### config.mk
export PLATFORM = sky130hd
export DESIGN_NAME = hbs_top
export DESIGN_NICKNAME = d
export VERILOG_FILES = /design/src/hbs_pkg.sv /design/src/hbs_sync.sv /design/src/hbs_bridge.sv /design/src/hbs_top.sv
export VERILOG_INCLUDE_DIRS = /design/src
export SDC_FILE = /design/constraint.sdc
export NUM_CORES = 1
export LEC_CHECK = 0
export ABC_AREA = 1
export CAP_MARGIN = 40
export CELL_PAD_IN_SITES_DETAIL_PLACEMENT = 1
export CELL_PAD_IN_SITES_GLOBAL_PLACEMENT = 1
export CORE_ASPECT_RATIO = 0.5
export CORE_MARGIN = 10
export CORE_UTILIZATION = 42
export DETAILED_ROUTE_END_ITERATION = 10
export DONT_BUFFER_PORTS = 1
export MAX_ROUTING_LAYER = met4
export PLACE_DENSITY_LB_ADDON = 0.25
export SYNTH_ARGS = -nofsm -noshare
export SYNTH_HDL_FRONTEND = slang
export SYNTH_HIERARCHICAL = 1
export SYNTH_SLANG_ARGS = --single-unit
### constraint.sdc
create_clock -name clk -period 2.4 [get_ports clk]
set_clock_uncertainty 0.05 [all_clocks]
set_input_delay 0.12 -clock clk [delete_from_list [all_inputs] [get_ports clk]]
set_output_delay 0.12 -clock clk [all_outputs]
set_load 0.02 [all_outputs]
### src/hbs_map.svh
// Constants of the half-bridge serial control block: command and status
// bit positions and timing counts.
// Assumes a 200 MHz system clock; included by bare name.
`ifndef HBS_MAP_SVH
`define HBS_MAP_SVH
// Command word fields
`define HBS_CMD_SRR      15
`define HBS_CMD_GRP      14
`define HBS_CMD_ULD      13
`define HBS_CMD_EN_LSB   7
`define HBS_CMD_SIDE_LSB 1
`define HBS_CMD_OVERVOLTAGE_LOCKOUT_ENABLE     0
// Status word fields
`define HBS_ST_OCS       15
`define HBS_ST_PSF       14
`define HBS_ST_ULD       13
`define HBS_ST_EN_LSB    7
`define HBS_ST_SIDE_LSB  1
`define HBS_ST_TW        0
// Channel groups
`define HBS_NUM_BRIDGES  8
`define HBS_LOW_COUNT    6
`define HBS_HIGH_COUNT   2
`define HBS_WORD_BITS    16
// Timing
`define HBS_CLK_MHZ      200
`define HBS_POR_US       100
`define HBS_POR_CYCLES   (`HBS_POR_US * `HBS_CLK_MHZ)
`endif

### src/hbs_pkg.sv
// Types of the half-bridge serial control block.
// Assumes the field constants of hbs_map.svh.
package hbs_pkg;
  // Power phase after the enable pin
  typedef enum logic [1:0] {PH_SLEEP, PH_POR, PH_RUN} hbs_phase_t;

  // Whole state of the top module
  typedef struct packed {
    hbs_phase_t  phase;    // Sleep, reset wait or running
    logic [15:0] por_cnt;  // Reset wait counter
    logic        sclk_d;   // Previous serial clock sample
    logic        csn_d;    // Previous chip select sample
    logic        in_frame; // Frame in progress
    logic [7:0]  bit_cnt;  // Falling clock edges in frame
    logic [15:0] rx;       // Received bits
    logic [15:0] tx;       // Outgoing status bits
    logic [15:0] cmd;      // Last accepted command word
    logic        sdo;      // Serial output level
    logic        sdo_oe;   // Serial output driven
    logic        tsd_lat;  // Latched thermal shutdown
    logic        load;     // Command applied this cycle
    logic        awake;    // Running phase, drives the awake pin
  } hbs_top_state_t;
endpackage : hbs_pkg

### src/hbs_sync.sv
// Two flip-flop synchroniser for a bundle of asynchronous inputs.
// Assumes each bit is a level that changes slowly against clk.
`timescale 1ns/1ps
module hbs_sync #(
  parameter int W = 1
) (
  input  wire logic         clk,
  input  wire logic         rst_n,
  input  wire logic [W-1:0] async_in,
  output logic      [W-1:0] sync_out
);
  // Both stages as one state
  typedef struct packed {
    logic [W-1:0] meta; // First stage, read only by second
    logic [W-1:0] stab; // Second stage, safe to use
  } hbs_sync_state_t;

  hbs_sync_state_t s_r;
  hbs_sync_state_t s_nxt;

  // Next state: shift through both stages
  always_comb
  begin
    s_nxt      = s_r;
    s_nxt.meta = async_in;
    s_nxt.stab = s_r.meta;
  end

  // Registers
  always_ff @(posedge clk)
  begin
    if (!rst_n)
      s_r <= '0;
    else
      s_r <= s_nxt;
  end

  assign sync_out = s_r.stab;
endmodule : hbs_sync

### src/hbs_bridge.sv
// One half-bridge channel: enable, side, fault latches and drive.
// Assumes fault inputs already synchronised and one-cycle load pulses.
`timescale 1ns/1ps
module hbs_bridge (
  input  wire logic clk,
  input  wire logic rst_n,
  input  wire logic sleep,       // Clear everything
  input  wire logic load,        // Apply command bits
  input  wire logic en_in,       // Output enable bit
  input  wire logic side_in,     // Side configuration bit
  input  wire logic uld_arm_in,  // Underload shutdown arm bit
  input  wire logic status_reset_request,         // Status reset request
  input  wire logic oc_det,      // Overcurrent present
  input  wire logic ul_det,      // Underload present
  input  wire logic lockout,     // Global lockout
  output logic      hs_on,
  output logic      ls_on,
  output logic      en_status,
  output logic      side_status,
  output logic      oc_flag,
  output logic      ul_flag
);
  // Channel state
  typedef struct packed {
    logic en;     // Programmed enable
    logic side;   // Programmed side
    logic arm;    // Underload shutdown armed
    logic oc;     // Latched overcurrent
    logic ul;     // Latched underload
    logic active; // Channel driving
    logic hs;     // High side on
    logic ls;     // Low side on
  } hbs_bridge_state_t;

  hbs_bridge_state_t s_r;
  hbs_bridge_state_t s_nxt;

  // Next state
  always_comb
  begin
    s_nxt = s_r;
    if (sleep)
      s_nxt = '0;
    else
    begin
      // New programming
      if (load)
      begin
        s_nxt.en   = en_in;
        s_nxt.side = side_in;
        s_nxt.arm  = uld_arm_in;
      end
      // Status reset only clears a fault that has gone
      if (status_reset_request && !oc_det)
        s_nxt.oc = 1'b0;
      if (status_reset_request && !ul_det)
        s_nxt.ul = 1'b0;
      // A present fault wins over the clear
      if (oc_det)
        s_nxt.oc = 1'b1;
      if (ul_det)
        s_nxt.ul = 1'b1;
      // Shut down drops the enable; must be re-programmed
      if (s_nxt.oc || (s_nxt.ul && s_nxt.arm))
        s_nxt.en = 1'b0;
      s_nxt.active = s_nxt.en && !lockout;
      // Exactly one side conducts while active
      s_nxt.hs = s_nxt.active && s_nxt.side;
      s_nxt.ls = s_nxt.active && !s_nxt.side;
    end
  end

  // Registers
  always_ff @(posedge clk)
  begin
    if (!rst_n)
      s_r <= '0;
    else
      s_r <= s_nxt;
  end

  assign hs_on       = s_r.hs;
  assign ls_on       = s_r.ls;
  assign en_status   = s_r.active;
  assign side_status = s_r.hs; // Zero whenever not active
  assign oc_flag     = s_r.oc;
  assign ul_flag     = s_r.ul;
endmodule : hbs_bridge

### src/hbs_top.sv
// Serial command and status port of an eight channel half-bridge driver.
// Assumes asynchronous pins and fault detectors; all are synchronised.
`timescale 1ns/1ps
`include "hbs_map.svh"
module hbs_top #(
  parameter int POR_CYCLES = `HBS_POR_CYCLES // Wait after enable rises
) (
  input  wire logic       clk,
  input  wire logic       rst_n,
  input  wire logic       enable,          // Enable pin, active high
  input  wire logic       chip_select_n,   // Frame select, active low
  input  wire logic       sclk,            // Serial clock pin
  input  wire logic       sdi,             // Serial data in
  input  wire logic       tsd_det,         // Thermal shutdown detector
  input  wire logic       tw_det,          // Thermal warning detector
  input  wire logic       uv_det,          // Supply undervoltage
  input  wire logic       ov_det,          // Supply overvoltage
  input  wire logic [7:0] oc_det,          // Overcurrent per bridge
  input  wire logic [7:0] ul_det,          // Underload per bridge
  output logic            sdo,             // Serial data out
  output logic            sdo_oe,          // Serial output driven
  output logic [7:0]      high_side_on,    // High side switch drive
  output logic [7:0]      low_side_on,     // Low side switch drive
  output logic            awake            // Serial port serviced
);
  localparam int NB = `HBS_NUM_BRIDGES;
  localparam int SW = 8 + NB + NB; // Synchronised input count

  // Synchronised inputs
  logic [SW-1:0] pins_s;
  logic          en_s;
  logic          csn_s;
  logic          sclk_s;
  logic          sdi_s;
  logic          tsd_s;
  logic          tw_s;
  logic          uv_s;
  logic          ov_s;
  logic [NB-1:0] oc_s;
  logic [NB-1:0] ul_s;

  // Bridge status
  logic [NB-1:0] en_st;
  logic [NB-1:0] side_st;
  logic [NB-1:0] oc_fl;
  logic [NB-1:0] ul_fl;
  logic          lockout;   // All outputs off
  logic          srr_pulse; // Status reset this cycle
  logic [15:0]   status;    // Word for the selected group

  hbs_pkg::hbs_top_state_t s_r;
  hbs_pkg::hbs_top_state_t s_nxt;

  // Edge and frame conditions
  logic csn_fall;
  logic csn_rise;
  logic sclk_rise;
  logic sclk_fall;
  logic frame_ok;

  // Every pin passes two flip-flops
  hbs_sync #(
    .W (SW)
  ) u_sync (
    .clk      (clk),
    .rst_n    (rst_n),
    .async_in ({enable, chip_select_n, sclk, sdi, tsd_det, tw_det,
                uv_det, ov_det, oc_det, ul_det}),
    .sync_out (pins_s)
  );

  assign {en_s, csn_s, sclk_s, sdi_s, tsd_s, tw_s, uv_s, ov_s, oc_s, ul_s}
    = pins_s;

  assign csn_fall  = s_r.csn_d && !csn_s;
  assign csn_rise  = !s_r.csn_d && csn_s;
  assign sclk_rise = !s_r.sclk_d && sclk_s;
  assign sclk_fall = s_r.sclk_d && !sclk_s;
  // Accept whole multiples of eight bits, from one word up to 248 bits (count saturates at 255)
  assign frame_ok  = (s_r.bit_cnt >= 8'(`HBS_WORD_BITS))
                     && (s_r.bit_cnt[2:0] == 3'h0)
                     && (s_r.bit_cnt != 8'hFF);

  // Supply fault, lockout and status reset
  assign srr_pulse = s_r.load && s_r.cmd[`HBS_CMD_SRR];
  assign lockout   = s_r.tsd_lat || uv_s
                     || (s_r.cmd[`HBS_CMD_OVERVOLTAGE_LOCKOUT_ENABLE] && ov_s);

  // Status word of the group named by the last command
  always_comb
  begin
    status = 16'h0000;
    status[`HBS_ST_PSF] = uv_s || ov_s;
    status[`HBS_ST_TW]  = tw_s;
    if (s_r.cmd[`HBS_CMD_GRP])
    begin
      status[`HBS_ST_OCS] = |oc_fl[NB-1:`HBS_LOW_COUNT];
      status[`HBS_ST_ULD] = |ul_fl[NB-1:`HBS_LOW_COUNT];
      status[`HBS_ST_EN_LSB +: `HBS_HIGH_COUNT] =
        en_st[NB-1:`HBS_LOW_COUNT];
      status[`HBS_ST_SIDE_LSB +: `HBS_HIGH_COUNT] =
        side_st[NB-1:`HBS_LOW_COUNT];
    end
    else
    begin
      status[`HBS_ST_OCS] = |oc_fl[`HBS_LOW_COUNT-1:0];
      status[`HBS_ST_ULD] = |ul_fl[`HBS_LOW_COUNT-1:0];
      status[`HBS_ST_EN_LSB +: `HBS_LOW_COUNT] =
        en_st[`HBS_LOW_COUNT-1:0];
      status[`HBS_ST_SIDE_LSB +: `HBS_LOW_COUNT] =
        side_st[`HBS_LOW_COUNT-1:0];
    end
  end

  // Next state of phase, serial engine and command word
  always_comb
  begin
    s_nxt        = s_r;
    s_nxt.sclk_d = sclk_s;
    s_nxt.csn_d  = csn_s;
    s_nxt.load   = 1'b0;
    if (!en_s)
    begin
      // Sleep: nothing stored, output released
      s_nxt        = '0;
      s_nxt.sclk_d = sclk_s;
      s_nxt.csn_d  = csn_s;
    end
    else
    begin
      unique case (s_r.phase)
        hbs_pkg::PH_SLEEP:
        begin
          s_nxt.phase   = hbs_pkg::PH_POR;
          s_nxt.por_cnt = 16'h0000;
        end
        hbs_pkg::PH_POR:
        begin
          s_nxt.por_cnt = s_r.por_cnt + 16'h0001;
          if (s_r.por_cnt == 16'(POR_CYCLES - 1))
            s_nxt.phase = hbs_pkg::PH_RUN;
        end
        hbs_pkg::PH_RUN:
        begin
          // Frame start: pseudo-bit at once
          if (csn_fall)
          begin
            s_nxt.in_frame = 1'b1;
            s_nxt.bit_cnt  = 8'h00;
            s_nxt.tx       = status;
            s_nxt.sdo      = s_r.tsd_lat;
            s_nxt.sdo_oe   = 1'b1;
          end
          else if (s_r.in_frame && csn_rise)
          begin
            // Frame end: release output, check and load
            s_nxt.in_frame = 1'b0;
            s_nxt.sdo_oe   = 1'b0;
            s_nxt.sdo      = 1'b0;
            if (frame_ok)
            begin
              s_nxt.cmd  = s_r.rx;
              s_nxt.load = 1'b1;
            end
          end
          else if (s_r.in_frame && sclk_rise)
          begin
            // Next status bit, MSB first
            s_nxt.sdo = s_r.tx[15];
            s_nxt.tx  = {s_r.tx[14:0], 1'b0};
          end
          else if (s_r.in_frame && sclk_fall)
          begin
            // Input bit taken; also feeds the chain behind
            s_nxt.rx    = {s_r.rx[14:0], sdi_s};
            s_nxt.tx[0] = sdi_s;
            if (s_r.bit_cnt != 8'hFF)
              s_nxt.bit_cnt = s_r.bit_cnt + 8'h01;
          end
        end
        default:
          s_nxt.phase = hbs_pkg::PH_SLEEP;
      endcase
      // Thermal shutdown latch; a present fault wins over the clear
      if (srr_pulse && !tsd_s)
        s_nxt.tsd_lat = 1'b0;
      if (tsd_s)
        s_nxt.tsd_lat = 1'b1;
    end
    // Registered copy of the running phase, so the pin comes from a flop
    s_nxt.awake = (s_nxt.phase == hbs_pkg::PH_RUN);
  end

  // Registers; everything zero after reset
  always_ff @(posedge clk)
  begin
    if (!rst_n)
      s_r <= '0;
    else
      s_r <= s_nxt;
  end

  // Eight channels, two groups
  for (genvar i = 0; i < NB; i++)
  begin : g_bridge
    localparam bit HI = (i >= `HBS_LOW_COUNT);
    localparam int J  = HI ? i - `HBS_LOW_COUNT : i;
    logic sel;
    assign sel = (s_r.cmd[`HBS_CMD_GRP] == HI);
    hbs_bridge u_bridge (
      .clk         (clk),
      .rst_n       (rst_n),
      .sleep       (!en_s),
      .load        (s_r.load && sel),
      .en_in       (s_r.cmd[`HBS_CMD_EN_LSB + J]),
      .side_in     (s_r.cmd[`HBS_CMD_SIDE_LSB + J]),
      .uld_arm_in  (s_r.cmd[`HBS_CMD_ULD]),
      .status_reset_request         (srr_pulse && sel),
      .oc_det      (oc_s[i]),
      .ul_det      (ul_s[i]),
      .lockout     (lockout),
      .hs_on       (high_side_on[i]),
      .ls_on       (low_side_on[i]),
      .en_status   (en_st[i]),
      .side_status (side_st[i]),
      .oc_flag     (oc_fl[i]),
      .ul_flag     (ul_fl[i])
    );
  end

  assign sdo    = s_r.sdo;
  assign sdo_oe = s_r.sdo_oe;
  assign awake  = s_r.awake;
endmodule : hbs_top

# --- Word-level counts from Yosys, hierarchy flattened ---
# Cells that the tools add are included.
op_classes:
  reduce_logical: 128
  magnitude_cmp: 1
  eq_ne: 7
  addsub: 2
  n_bitwise: 7
  mux: 106
ops:
  columns: ["op", "n"]
  rows:
  - ["$mux 1", 74]
  - ["$logic_and 1x1->1", 64]
  - ["$mux 24", 2]
  - ["$mux 3", 16]
  - ["$mux 40", 1]
  - ["$pmux 16 s2", 1]
  - ["$logic_not 1->1", 30]
  - ["$mux 18", 1]
  - ["$add 16x1->16 const B", 1]
  - ["$eq 16x15->1 const B", 1]
  - ["$mux 16", 1]
  - ["$mux 15", 1]
  - ["$reduce_bool 2->1", 6]
  - ["$reduce_or 6->1", 2]
  - ["$logic_or 1x1->1", 11]
  - ["$reduce_and 5->1", 2]
  - ["$mux 9", 1]
  - ["$add 8x1->8 const B", 1]
  - ["$ge 8x5->1 const B", 1]
  - ["$mux 2", 4]
  - ["$mux 4", 2]
  - ["$mux 8", 1]
  - ["$ne 8x8->1 const B", 1]
  - ["$not 1->1", 7]
  - ["other kinds (12)", 19]
word_totals:
  reg_bits: 194
  input_bits: 26

# --- Longest topological paths before layout ---
logic_depth:
  depth_word: 12
  depth_mapped: 10
  depth_no_buf: 10

# --- Hierarchy ---
# Netlist, hierarchy kept.
by_module_without_submodules:
  columns: ["mod", "area_per_inst_um2", "cells_each", "instances"]
  rows:
  - ["hbs_top", 3858.7, 557, 1]
  - ["hbs_bridge", 316.6, 42, 8]
  - ["hbs_sync", 1361.3, 149, 1]

# --- Worst setup path before layout ---
# Ideal clock, no wire load.
synth_timing:
  kind: "flip-flop to flip-flop"
  from: "register s_r (netlist bit g_bridge[6].sel)"
  to: "register g_bridge[0].u_bridge.s_r (netlist bit g_bridge[0].u_bridge/hs_on)"
  synth_period_minus_slack_ns: 2.208
  path_stages_with_launch: 8
  slack_ns: 0.192
  t_arrival_ns: 2.038
  required_time_ns: 2.230
  path_cell_list: "dfxtp_1 clkbuf_1 nor2_1 nand2_1 nand2_1 nand2_1 nand3_2 nor2_1"
synth_between:
  elab_chain_len: 12
synth_lines:
  columns: ["item", "line_no", "source"]
  rows:
  - ["from (decl)", "hbs_top.sv:51", "hbs_pkg::hbs_top_state_t s_r;"]
  - ["from (signal assigned)", "hbs_top.sv:200", "s_r <= s_nxt;"]
  - ["$not 1->1 *", "hbs_top.sv:209", "assign sel = (s_r.cmd[`HBS_CMD_GRP] == HI);"]
  - ["$logic_and 1x1->1", "hbs_top.sv:218", ".status_reset_request (srr_pulse && sel),"]
  - ["$logic_and 1x1->1", "hbs_bridge.sv:56", "if (status_reset_request && !ul_det)"]
  - ["$mux 1", "hbs_bridge.sv:56", null]
  - ["$mux 1", "hbs_bridge.sv:61", "if (ul_det)"]
  - ["$mux 1", "hbs_bridge.sv:42", "if (sleep)"]
  - ["$logic_and 1x1->1", "hbs_bridge.sv:64", "if (s_nxt.oc || (s_nxt.ul && s_nxt.arm))"]
  - ["$logic_or 1x1->1", "hbs_bridge.sv:64", null]
  - ["$mux 1", "hbs_bridge.sv:64", null]
  - ["$mux 1", "hbs_bridge.sv:42", null]
  - ["$logic_and 1x1->1", "hbs_bridge.sv:66", "s_nxt.active = s_nxt.en && !lockout;"]
  - ["$logic_and 1x1->1 *", "hbs_bridge.sv:68", "s_nxt.hs = s_nxt.active && s_nxt.side;"]
  - ["to (signal assigned)", "hbs_bridge.sv:79", "s_r <= s_nxt;"]
  - ["to (decl)", "hbs_bridge.sv:35", "hbs_bridge_state_t s_r;"]
# Every way passes the cells marked *; elsewhere a longest branch is shown, timed or not. The select of a mux whose other input is x is not followed.
# A chain may end at the register's enable or synchronous reset.

# --- Final worst setup path ---
layout_timing:
  from: "register s_r (netlist bit g_bridge[6].sel)"
  to: "register g_bridge[7].u_bridge.s_r (netlist bit g_bridge[7].u_bridge/hs_on)"
layout_between:
  elab_chain_len: 11
layout_lines:
  columns: ["item", "line_no"]
  rows:
  - ["$logic_and 1x1->1", "hbs_top.sv:218"]
  - ["$logic_and 1x1->1", "hbs_bridge.sv:56"]
  - ["$mux 1", "hbs_bridge.sv:56"]
  - ["$mux 1", "hbs_bridge.sv:61"]
  - ["$mux 1", "hbs_bridge.sv:42"]
  - ["$logic_and 1x1->1", "hbs_bridge.sv:64"]
  - ["$logic_or 1x1->1", "hbs_bridge.sv:64"]
  - ["$mux 1", "hbs_bridge.sv:64"]
  - ["$mux 1", "hbs_bridge.sv:42"]
  - ["$logic_and 1x1->1", "hbs_bridge.sv:66"]
  - ["$logic_and 1x1->1 *", "hbs_bridge.sv:68"]
  - ["to (signal assigned)", "hbs_bridge.sv:79"]
  - ["to (decl)", "hbs_bridge.sv:35"]
# Marked as above.

==> impl_metrics.yaml <==
critical_path:
  crit_path_end: "g_bridge[7].u_bridge/hs_on$_SDFF_PP0_"
  startpoint: "g_bridge[6].sel$_SDFFE_PN0P_"
  r2r-start: "g_bridge[6].sel$_SDFFE_PN0P_"
  cp.arrival_ns: 2.28
  cp.depth: 8
  startpoint_type: "register"
  crit_required_ns: 2.70
  path_class: "register to register"
  crit_family: "simple AND/OR/NAND/NOR gates"
  r2r-end: "g_bridge[7].u_bridge/hs_on$_SDFF_PP0_"
  worstPathCellList: "inv_1 > nor2_1 > inv_1 > nand2_1 > nand2_1 > nor2_2 > nand3_2 > nor2_1"
  r2r_slack_ns: 0.42
  reg2reg_depth: 8
  crit_buf_inv: 2
  crit_fanout: 15
  cp_slowest_stage_delay_ns: 0.55
  slowest_stage: "dfxtp_1"
  crit_path_end_kind: "register"
timing:
  setup_ws_ns: 0.421
  rsz0062_at_grt: "no"
  hold_viol_final: 0
  holdWs_ns: 0.177
  min_period_ns: 1.98
  finalSetupViolations: 0
  relSlewSlack: 0.668
  report.final.slew_viol_count: 0
  setup-tns-final_ns: 0
  min_period_over_period: 0.825
  max_freq_ghz: 0.505
  worst_pin_slew_ns: 0.498
clock_network:
  cts_repair_resize_count: 0
  cts_setup_buffers: 0
  worst_skew_pair.late_latency_ns: 0.43
  cts-root-buf: "clkbuf_16"
  h-tree-depth: 4
  clk_path_buf_depth: 2
  cts_tree: "built"
  clock_sinks: 193
  hold_buffers: 49
  cts_buffers: 17
  clkTransAtPathRegs_ns: 0.08
place:
  post-place-ws_ns: 0.470
  gp_congestion: 0.833
  io_buffers: 0
  dp_hpwl_um: 13900
  dp.cells: 1250
layout:
  stdcell_count: 1333
  synthToLayoutAreaGrowth_pct: 16.3
  nets: 1113
  drive_gt1_frac: 0.125
routing:
  drtPass1Iterations: 5
  totalWireLength_um: 21000
  wl_per_cell_um: 15.7
  ant_nets: 0
  drt_iter0_markers: 265
  drcViolationCount: 0
  vias: 6371
  via_per_inst: 4.78
hold_path:
  hold_path.class: "input pin to register"
status:
  status: "complete, no violations"
yosys:
  synth_top_area_cell: "dfxtp_1"
  synthAdderAreaFrac: 0.00484
  synth_top_area_frac: 0.498
  synth_cells: 1042
  synthesis.area_um2: 7750
  seq_area_frac_synth: 0.498
  syn_area_per_cell_um2: 7.44
  synthXorXnorAreaFrac: 0.00113
  synth_edf_count: 0
  synth_compound_area_frac: 0.0960
  ys_ff_latch: 193
  synth_ff_type: "dfxtp_1"
  synthSimpleGateAreaFrac: 0.281
  ys_warn_count: 6
  synth_mux_area_frac: 0
  synth_area_leaders: "dfxtp_1 50%, nand2_1 11%, nor2_1 8.1%"
  async_flop_share: 0
  synthMostInstantiatedCell: "nand2_1"
  synth_fp_nets: 1071
  yosys-top-cells-count: "225 x nand2_1, 193 x dfxtp_1, 168 x nor2_1"
  yosysUniqueCellTypes: 41
  synth_top_family_by_area: "simple AND/OR/NAND/NOR gates"
flow_run:
  maxCapViolCount: 0
global_route:
  overflow: 0
  grt_max_degree: 49
  grt_pass1_wl_um: 34600
  antenna_found_initial: 1
  track_usage: 0.184
  first_global_vias: 6679
power:
  fin_total_pwr_mw: 6.53
  leakagePower_nw: 4.03
  power.density_nw_per_um2: 725
  peakVddDrop_v: 0.000455
die:
  core-area_um2: 17700
  rows: 34
  die_h_um: 116
  dieWidth_um: 212
  dieArea_um2: 24600
  start_util: 0.437
  io_pins: 45
## through the flow
step / area (um2) / utilization
floorplan: 7750 / -
global placement: 7870 / 0.444
detailed placement: 7870 / 0.444
CTS: 9010 / 0.508
global route: 9010 / 0.508
finish: 9010 / 0.508
## metal layers
metal  vias up  track usage  wire length, um
met5         -            -                0
met4         0       0.0414              146
met3         9       0.0340              529
met2        54        0.306             9920
met1      3056        0.228            10400
li1       3252            -                -
## cell families after synthesis
kind of cell | count (synthesis)
AOI/OAI and AO/OA | 128
xor gates and xnor gates | 1
adders and majority gates | 3
buffers and inverters | 215
DFF | 193
and+or+nand+nor | 502
## worst register-to-register path, stage by stage (launching register included)
cell     delay (ns)
dfxtp_1        0.55
inv_1          0.34
nor2_1         0.31
inv_1          0.10
nand2_1        0.08
nand2_1        0.07
nor2_2         0.16
nand3_2        0.11
nor2_1         0.14
## cells in the final DEF, fill, tap and decap left out, drive strengths merged, types with 6 or more instances in the layout
master	Yosys	routed
a21o	8	8
a21oi	40	40
buf	28	7
clkbuf	4	18
clkinv	2	6
dfxtp	193	193
dlygate4sd3	0	48
inv	181	186
nand2	239	239
nand3	53	53
nor2	188	188
nor3	7	7
o21ai	72	72
or2	9	9
## flip-flops by register name, summed over array words and instances, names as in the netlist
name                         count
s_r                             78
g_bridge.u_bridge/s_r           24
u_sync/s_nxt                    24
u_sync/sync_out                 24
g_bridge.u_bridge/en_status      8
g_bridge.u_bridge/hs_on          8
g_bridge.u_bridge/ls_on          8
g_bridge.u_bridge/oc_flag        8
g_bridge.u_bridge/ul_flag        8
awake                            1
g_bridge.sel                     1
sdo                              1
## worst min path at each step
stage / from / end / depth (start not counted)
CTS: rst_n / s_r[1]$_SDFF_PP0_ / 3
floorplan: chip_select_n / u_sync/s_nxt[22]$_SDFF_PN0_ / 2
finish: rst_n / s_r[70]$_SDFFE_PN0P_ / 4
global placement: tsd_det / u_sync/s_nxt[19]$_SDFF_PN0_ / 2
detailed placement: sdi / u_sync/s_nxt[20]$_SDFF_PN0_ / 2
global route: rst_n / s_r[1]$_SDFF_PP0_ / 3
## area by class of cell
class / instances / area, um2
diodes: 2 / 5.00
clock buffers: 18 / 439
clock inverters: 14 / 199
fillers: 2185 / 8730
inverters: 183 / 694
multi-input cells: 634 / 2970
flip-flops and latches: 193 / 3860
well taps: 234 / 293
repair buffers: 55 / 546
## power breakdown
group	switching (mW)	internal [mW]	total, mW
registers	0.0192	3.24	3.26
logic	0.105	0.0871	0.192
clock network	1.37	1.71	3.08
(Power assumes the default switching activity.)
